[src/inc/timer_pkg.sv]
package timer_pkg;

  // ------------------------------------------------------------
  // register map
  // ------------------------------------------------------------
  localparam int unsigned    ADDR_W         = 8;
  localparam logic [7:0]     OFF_TIMER      = 8'h01;
  localparam logic [7:0]     OFF_OPTION     = 8'h20;
  localparam logic [7:0]     OFF_DIRECTION  = 8'h21;
  localparam logic [7:0]     OFF_COMMAND    = 8'h22;

  // ------------------------------------------------------------
  // field positions and reset values
  // ------------------------------------------------------------
  localparam int unsigned    CMD_WDT_CLEAR_BIT = 0;
  localparam int unsigned    SHARED_PIN_BIT    = 2;
  localparam logic [7:0]     OPTION_RESET      = 8'hFF;
  localparam logic [5:0]     DIRECTION_RESET   = 6'h3F;
  localparam logic [5:0]     SHARED_PIN_MASK   = 6'h04;
  localparam logic [7:0]     PRESCALER_RESET   = 8'h00;
  localparam logic [7:0]     RDATA_IDLE        = 8'h00;

  // ------------------------------------------------------------
  // timing
  // ------------------------------------------------------------
  localparam int unsigned    TOSC_NS           = 20;
  localparam int unsigned    INHIBIT_CYCLES    = 2;
  // one more than the hold-off, since the write cycle itself ends first
  localparam logic [1:0]     INHIBIT_LOAD      = 2'(INHIBIT_CYCLES + 1);
  localparam int unsigned    EXT_DELAY_MIN_OSC = 3;
  localparam int unsigned    EXT_DELAY_MAX_OSC = 7;

  // ------------------------------------------------------------
  // types
  // ------------------------------------------------------------
  typedef enum logic [1:0] {
    PH_ONE   = 2'h0,
    PH_TWO   = 2'h1,
    PH_THREE = 2'h3,
    PH_FOUR  = 2'h2
  } phase_t;

  typedef struct packed {
    logic       wake_disable;
    logic       pullup_disable;
    logic       clock_source_select;
    logic       source_edge_select;
    logic       prescaler_assign;
    logic [2:0] prescale_rate;
  } option_t;

endpackage : timer_pkg

[src/verilog/timer_prescaler.sv]
`timescale 1ns/1ps
// How it works
// RL1: clear source bit counts instruction cycles
// RL2: count write holds off two instruction cycles
// RL3: set source bit counts pin edges, polarity selectable
// RL4: prescaler serves timer or watchdog, not both
// RL5: timer ratios run 1:2 to 1:256
// RL6: prescaler has no software read or write
// RL7: count write clears timer-owned prescaler
// RL8: watchdog clear clears watchdog-owned prescaler
// RL9: reset loads prescaler with zeros
// RL10: prescaler output sampled in phases two, four
// RL11: pin change to increment three to seven
// RL12: source holds pin two periods each level
// RL13: pin divided by prescaler before sampling
// RL14: external source forces shared pin input
// RL15: count register read/write, untouched by reset
// RL16: software clears watchdog, count before reassigning
// RL17: software clears watchdog before giving prescaler back
// RL18: rate n gives 2^(n+1) timer, 2^n watchdog
// RL19: count wraps silently from FF to 00
module timer_prescaler (
  // clock and reset
  input  wire logic       I_MCLK,
  input  wire logic       I_RST_N,
  // register port
  input  wire logic [7:0] I_ADDR,
  input  wire logic [7:0] I_WDATA,
  input  wire logic       I_WR,
  input  wire logic       I_RD,
  output logic      [7:0] O_RDATA,
  // count pin
  input  wire logic       I_COUNT_INPUT_PIN,
  // watchdog side
  input  wire logic       I_WATCHDOG_TICK,
  output logic            O_WATCHDOG_TIMEOUT,
  output logic            O_WATCHDOG_CLEAR_OP,
  // port direction, 1 = input
  output logic      [5:0] O_PORT_DIRECTION
);

  // ------------------------------------------------------------
  // helpers
  // ------------------------------------------------------------
  function automatic logic low_ones(input logic [7:0] v, input logic [2:0] k);
    logic r;
    r = 1'b1;
    for (int i = 0; i < 8; i++) begin
      if (i < int'(k)) begin
        r = r & v[i];
      end
    end
    return r;
  endfunction : low_ones

  // ------------------------------------------------------------
  // state
  // ------------------------------------------------------------
  timer_pkg::phase_t  phase_q;
  timer_pkg::phase_t  phase_d;
  timer_pkg::option_t option_q;
  logic [5:0]         port_direction_q;
  logic [7:0]         timer_q;
  logic [7:0]         timer_d;
  logic [7:0]         psc_q;
  logic [1:0]         inhibit_q;
  logic               sync1_q;
  logic               sync2_q;
  logic               pin_prev_q;
  logic               samp_q;
  logic               samp_rise_q;

  logic               wr_timer;
  logic               wr_option;
  logic               wr_port_direction;
  logic               wdt_clear;
  logic               psc_to_timer;
  logic               ext_mode;
  logic               direct_mode;
  logic               quarter_end;
  logic               sample_now;
  logic               pin_level;
  logic               pin_rise;
  logic               psc_tick;
  logic               psc_clear;
  logic               psc_out;
  logic               samp_level;
  logic               raw_inc;
  logic               tmr_inc;

  // ------------------------------------------------------------
  // register decode
  // ------------------------------------------------------------
  assign wr_timer  = I_WR && (I_ADDR == timer_pkg::OFF_TIMER);
  assign wr_option = I_WR && (I_ADDR == timer_pkg::OFF_OPTION);
  assign wr_port_direction   = I_WR && (I_ADDR == timer_pkg::OFF_DIRECTION);
  assign wdt_clear = I_WR && (I_ADDR == timer_pkg::OFF_COMMAND)
                     && I_WDATA[timer_pkg::CMD_WDT_CLEAR_BIT];

  always_ff @(posedge I_MCLK) begin
    if (!I_RST_N) begin
      option_q <= timer_pkg::option_t'(timer_pkg::OPTION_RESET);
    end else if (wr_option) begin
      option_q <= timer_pkg::option_t'(I_WDATA);
    end
  end

  always_ff @(posedge I_MCLK) begin
    if (!I_RST_N) begin
      port_direction_q <= timer_pkg::DIRECTION_RESET;
    end else if (wr_port_direction) begin
      port_direction_q <= I_WDATA[5:0];
    end
  end

  // only the count reads back; option, direction and prescaler are hidden
  always_ff @(posedge I_MCLK) begin
    if (!I_RST_N) begin
      O_RDATA <= timer_pkg::RDATA_IDLE;
    end else if (I_RD && (I_ADDR == timer_pkg::OFF_TIMER)) begin
      O_RDATA <= timer_q;                                            // [RL15] [RL6]
    end else begin
      O_RDATA <= timer_pkg::RDATA_IDLE;
    end
  end

  // ------------------------------------------------------------
  // instruction-cycle phases
  // ------------------------------------------------------------
  always_comb begin
    unique case (phase_q)
      timer_pkg::PH_ONE:   phase_d = timer_pkg::PH_TWO;
      timer_pkg::PH_TWO:   phase_d = timer_pkg::PH_THREE;
      timer_pkg::PH_THREE: phase_d = timer_pkg::PH_FOUR;
      timer_pkg::PH_FOUR:  phase_d = timer_pkg::PH_ONE;
    endcase
  end

  always_ff @(posedge I_MCLK) begin
    if (!I_RST_N) begin
      phase_q <= timer_pkg::PH_ONE;
    end else begin
      phase_q <= phase_d;
    end
  end

  assign quarter_end = (phase_q == timer_pkg::PH_FOUR);
  assign sample_now  = (phase_q == timer_pkg::PH_TWO) || quarter_end;

  // ------------------------------------------------------------
  // count pin
  // ------------------------------------------------------------
  // no reset: the pair keeps following the pin, so release shows no false edge
  always_ff @(posedge I_MCLK) begin
    sync1_q <= I_COUNT_INPUT_PIN;
    sync2_q <= sync1_q;
  end

  // inverting the pin turns a falling edge into a rising one
  assign pin_level = sync2_q ^ option_q.source_edge_select;          // [RL3]

  always_ff @(posedge I_MCLK) begin
    if (!I_RST_N) begin
      pin_prev_q <= pin_level;                                       // idle level, not 0
    end else begin
      pin_prev_q <= pin_level;
    end
  end

  assign pin_rise = pin_level && !pin_prev_q;

  // ------------------------------------------------------------
  // shared prescaler
  // ------------------------------------------------------------
  assign psc_to_timer = !option_q.prescaler_assign;                  // [RL4]
  assign ext_mode     = option_q.clock_source_select;
  assign direct_mode  = !ext_mode && !psc_to_timer;                  // [RL1]

  // synchronous stand-in for the ripple divider: the pin still only
  // reaches it through the synchroniser, so a fast pin is undercounted
  assign psc_tick  = psc_to_timer ? (ext_mode ? pin_rise : quarter_end)   // [RL13]
                                  : I_WATCHDOG_TICK;                      // [RL4]
  assign psc_clear = (wr_timer && psc_to_timer)                      // [RL7]
                     || (wdt_clear && !psc_to_timer);                // [RL8]

  always_ff @(posedge I_MCLK) begin
    if (!I_RST_N) begin
      psc_q <= timer_pkg::PRESCALER_RESET;                           // [RL9]
    end else if (psc_clear) begin
      psc_q <= timer_pkg::PRESCALER_RESET;
    end else if (psc_tick) begin
      psc_q <= psc_q + 8'h01;
    end
  end

  // bit n toggles every 2^n ticks: a square wave of period 2^(n+1)
  assign psc_out    = psc_q[option_q.prescale_rate];                 // [RL5] [RL18]
  assign samp_level = psc_to_timer ? psc_out : pin_level;

  // ------------------------------------------------------------
  // phase sampling
  // ------------------------------------------------------------
  always_ff @(posedge I_MCLK) begin
    if (!I_RST_N) begin
      samp_q      <= samp_level;                                     // keeps count intact [RL15]
      samp_rise_q <= 1'b0;
    end else if (sample_now) begin
      samp_q      <= samp_level;                                     // [RL10]
      samp_rise_q <= samp_level && !samp_q;                          // [RL11]
    end else begin
      samp_rise_q <= 1'b0;
    end
  end

  // ------------------------------------------------------------
  // count register
  // ------------------------------------------------------------
  assign raw_inc = direct_mode ? quarter_end : samp_rise_q;          // [RL1]
  assign tmr_inc = raw_inc && (inhibit_q == 2'h0) && !wr_timer;      // [RL2]

  always_ff @(posedge I_MCLK) begin
    if (!I_RST_N) begin
      inhibit_q <= 2'h0;
    end else if (wr_timer) begin
      // a write on the Q4 edge has no own-cycle Q4 left to count down
      inhibit_q <= quarter_end ? 2'(timer_pkg::INHIBIT_CYCLES)      // [RL2]
                               : timer_pkg::INHIBIT_LOAD;
    end else if (quarter_end && (inhibit_q != 2'h0)) begin
      inhibit_q <= inhibit_q - 2'h1;
    end
  end

  always_comb begin
    timer_d = timer_q;
    if (wr_timer) begin
      timer_d = I_WDATA;
    end else if (tmr_inc) begin
      timer_d = timer_q + 8'h01;                                     // [RL19]
    end
  end

  // no reset here: the count survives every reset
  always_ff @(posedge I_MCLK) begin
    timer_q <= timer_d;                                              // [RL15]
  end

  // ------------------------------------------------------------
  // watchdog and port outputs
  // ------------------------------------------------------------
  always_ff @(posedge I_MCLK) begin
    if (!I_RST_N) begin
      O_WATCHDOG_TIMEOUT  <= 1'b0;
      O_WATCHDOG_CLEAR_OP <= 1'b0;
    end else begin
      // without the prescaler the watchdog fires on every tick
      O_WATCHDOG_TIMEOUT  <= I_WATCHDOG_TICK                         // [RL18]
                             && (psc_to_timer                        // [RL4]
                                 || low_ones(psc_q, option_q.prescale_rate));
      O_WATCHDOG_CLEAR_OP <= wdt_clear;                              // [RL8]
    end
  end

  always_ff @(posedge I_MCLK) begin
    if (!I_RST_N) begin
      O_PORT_DIRECTION <= timer_pkg::DIRECTION_RESET;
    end else begin
      O_PORT_DIRECTION <= port_direction_q | (ext_mode ? timer_pkg::SHARED_PIN_MASK : 6'h00); // [RL14]
    end
  end
endmodule : timer_prescaler
[config.mk]
export PLATFORM = sky130hd
export DESIGN_NAME = timer_prescaler
export DESIGN_NICKNAME = d
export VERILOG_FILES = /design/src/inc/timer_pkg.sv /design/src/verilog/timer_prescaler.sv
export SDC_FILE = /design/constraint.sdc
export NUM_CORES = 1
export LEC_CHECK = 0
export ABC_CLOCK_PERIOD_IN_PS = 2500
export BUFFER_PORTS_ARGS = -buffer_cell sky130_fd_sc_hd__buf_2
export CAP_MARGIN = 20
export CORE_MARGIN = 10
export CORE_UTILIZATION = 40
export DETAILED_ROUTE_END_ITERATION = 6
export GPL_TIMING_DRIVEN = 0
export SKIP_CTS_REPAIR_TIMING = 1
export SLEW_MARGIN = 20
export SYNTH_ARGS = -nofsm -noshare
export SYNTH_HDL_FRONTEND = slang
export SYNTH_SLANG_ARGS = --single-unit
[constraint.sdc]
create_clock -name I_MCLK -period 2.5 [get_ports I_MCLK]
set_input_delay 0.125 -clock I_MCLK [delete_from_list [all_inputs] [get_ports I_MCLK]]
set_output_delay 0.125 -clock I_MCLK [all_outputs]
set_load 0.05 [all_outputs]
==> results by group <==
Run status
  – Outcome: finished clean

Min path
  – Hold Path Class: input port to register
  – Hold_sp: I_WATCHDOG_TICK

Timing
  – Final Max Slew Viols: 0
  – RSZ-0062 raised after global routing: no
  – Clk_skew: 0.00789 ns
  – Fmax achieved: 549 MHz
  – Final period util: 72.9%
  – WHS: 0.0791 ns
  – TNS Setup: 0 ns
  – Worst Max-Slew Pin Slew: 0.713 ns
  – Setup ws final: 0.678 ns
  – Final setup vio count: 0
  – Final Hold Vio Count: 0
  – Slew HR: 52.2%
  – Min Tclk post-route: 1.82 ns

Floorplan
  – Initial Utilization: 41.3%
  – Die Wd: 95.4 µm
  – Die height: 95.4 µm
  – Rows: 27
  – I/O pin total: 38
  – Die Area: 9110 µm²
  – Total core area: 5510 µm²

Layout
  – Fill count: 536
  – Diode count: 0
  – Most common cell after layout, fill and taps aside: dfxtp_1
  – Sequential Area: 1150 µm²
  – Share of cells above drive strength 1: 20.4%
  – Most frequent cells in the layout: dfxtp_1, buf_2, nand2_1
  – Post-route core utilization: 48.1%
  – Nets: 298
  – Area taken by multi-input logic gates: 1050 µm²
  – Layout area overhead: 16.3%

Worst setup path
  – Critical-path maximum fanout: 10
  – WP data arrival: 1.76 ns
  – CP Capture Type: register
  – Critical Path RT: 2.44 ns
  – CP Launch Type: input port
  – Reg2Reg Launch Point: phase_q[0]
  – Worst Setup SP: I_ADDR[3]
  – Crit path kind: input port to register

Job
  – Max Cap Viol: 0

GRT
  – Total Routing Usage GR: 10.6%
  – Global-route wire length before repair: 7790 µm
  – Antenna violations before repair: 0
  – Vias in the first global route: 1653
  – Grt total ovfl: 0
  – Pin count of the biggest net entering global routing: 17

CTS
  – CTS Buf Count: 5
  – Max Root-Sink Buffers: 2
  – H-Tree Depth: 2
  – Root buffer cell: clkbuf_8
  – CTS tree: done
  – Worst-Skew Late Latency: 0.31 ns
  – Clk sinks: 53
  – Worst-path clk slew: 0.09 ns

Pwr
  – Cell leakage power: 1.08 nW
  – Tot Pwr: 1.51 mW
  – Peak supply drop: 0.254 mV
  – Pwr Density: 572 nW/µm²

Logic synthesis
  – Synth Instances: 224
  – Seq/Total Area, Yosys: 50.6%
  – Post-Syn Area: 2280 µm²
  – Post-synth top flop: dfxtp_1
  – Ys async rst share: 0%
  – Yosys reg bits: 53
  – Synth warn: 0
  – Synthesized area per cell: 10.2 µm²
  – Post-synth EDFFs: 9
  – Yosys cell types: 42
  – Synthesized Nets: 253

Detailed routing
  – Avg WL per Cell: 13.3 µm
  – Post-route DRC: 0
  – Starting DRT DRC Count: 51
  – Via density: 4.85
  – First-pass iteration count of the detailed router: 4
  – Total number of vias: 1658
  – Final wirelength: 4560 µm
  – Antenna viol nets, final: 0

Place
  – Worst slack, placed: 0.303 ns
  – Hpwl dp: 3530 µm
  – Port bufs: 37
  – Routability cong.: 0.779
[per-stage QoR]
step	instances	area, µm²
3_5_place_dp	333	2550
2_1_floorplan	224	2280
6_report	342	2650
4_1_cts	341	2640
5_1_grt	342	2650
3_3_place_gp	333	2550
[final timing paths]
| kind | endpoint | slack, ns | cells past startpoint |
|---|---|---|---|
| setup / recovery | timer_q[2] | 0.68 | 6 |
| hold / removal | O_WATCHDOG_TIMEOUT | 0.08 | 3 |
| setup reg to reg | psc_q[5] | 0.69 | 7 |
| hold reg to reg | sync2_q | 0.34 | 0 |
[where the power goes]
group | leakage [nW] | internal (mW) | switching (mW)
logic | 0.593 | 0.0522 | 0.0685
registers | 0.440 | 0.892 | 0.0144
clock network | 0.0417 | 0.199 | 0.288
total | 1.08 | 1.14 | 0.371
[cell families (layout without fill, tap and decap cells)]
family | Yosys count | count (layout) | synth area share, %
buf+inv | 17 | 63 | 3.30
compound gates | 26 | 26 | 7.97
xor+xnor | 14 | 14 | 5.39
fa+ha+maj | 7 | 7 | 3.85
mux | 15 | 15 | 6.65
simple gates | 92 | 92 | 22.3
flops | 53 | 53 | 50.6
[cells in the mapped netlist, types with 3 or more instances]
library cell   n  area share, %
dfxtp_1       44             39
nand2_1       23            3.8
nor2_1        21            3.5
mux2i_1       14            6.2
a21oi_1       11            2.4
inv_1         10            1.6
edfxtp_1       9             12
and2_1         8            2.2
xor2_1         8            3.1
ha_1           7            3.8
nand2b_1       7            1.9
and3_1         6            1.6
xnor2_1        6            2.3
nand3_1        5            1.1
nor3_1         4           0.88
o21ai_0        4           0.88
buf_2          3           0.66
clkbuf_1       3           0.49
nand4_1        3           0.82
nor3b_1        3           0.99
[final cells by class]
cell class / count / share of cell area (%)
clock buffers: 6 / 2.74
well taps: 72 / 3.40
multi-input cells: 154 / 39.7
flip-flops and latches: 53 / 43.5
inverters: 10 / 1.42
repair buffers: 38 / 7.37
clock inverters: 2 / 0.520
plain buffers: 7 / 1.42
[sequential cells by signal, indices dropped and copies added, names as in the netlist, 2 cells and up]
signal / cells
timer_q: 8
psc_q: 8
inhibit_q: 2
port_direction_q: 6
phase_q: 2
O_RDATA: 8
option_q: 5
O_PORT_DIRECTION: 6
[per-layer routing]
metal | wire (µm) | vias up | global-route usage [%]
li1 | - | 866 | -
met5 | 0 | - | 0
met4 | 82 | 0 | 3.56
met2 | 2100 | 32 | 16.2
met1 | 2120 | 750 | 13.8
met3 | 261 | 10 | 3.30
[critical path, cell delays in order]
cell and delay, ns:
buf_2 0.11, or4b_4 0.56, nand4bb_4 0.22, buf_6 0.16
buf_2 0.19, o21ai_1 0.41
Note: power is estimated with default switching activity, not from simulation.
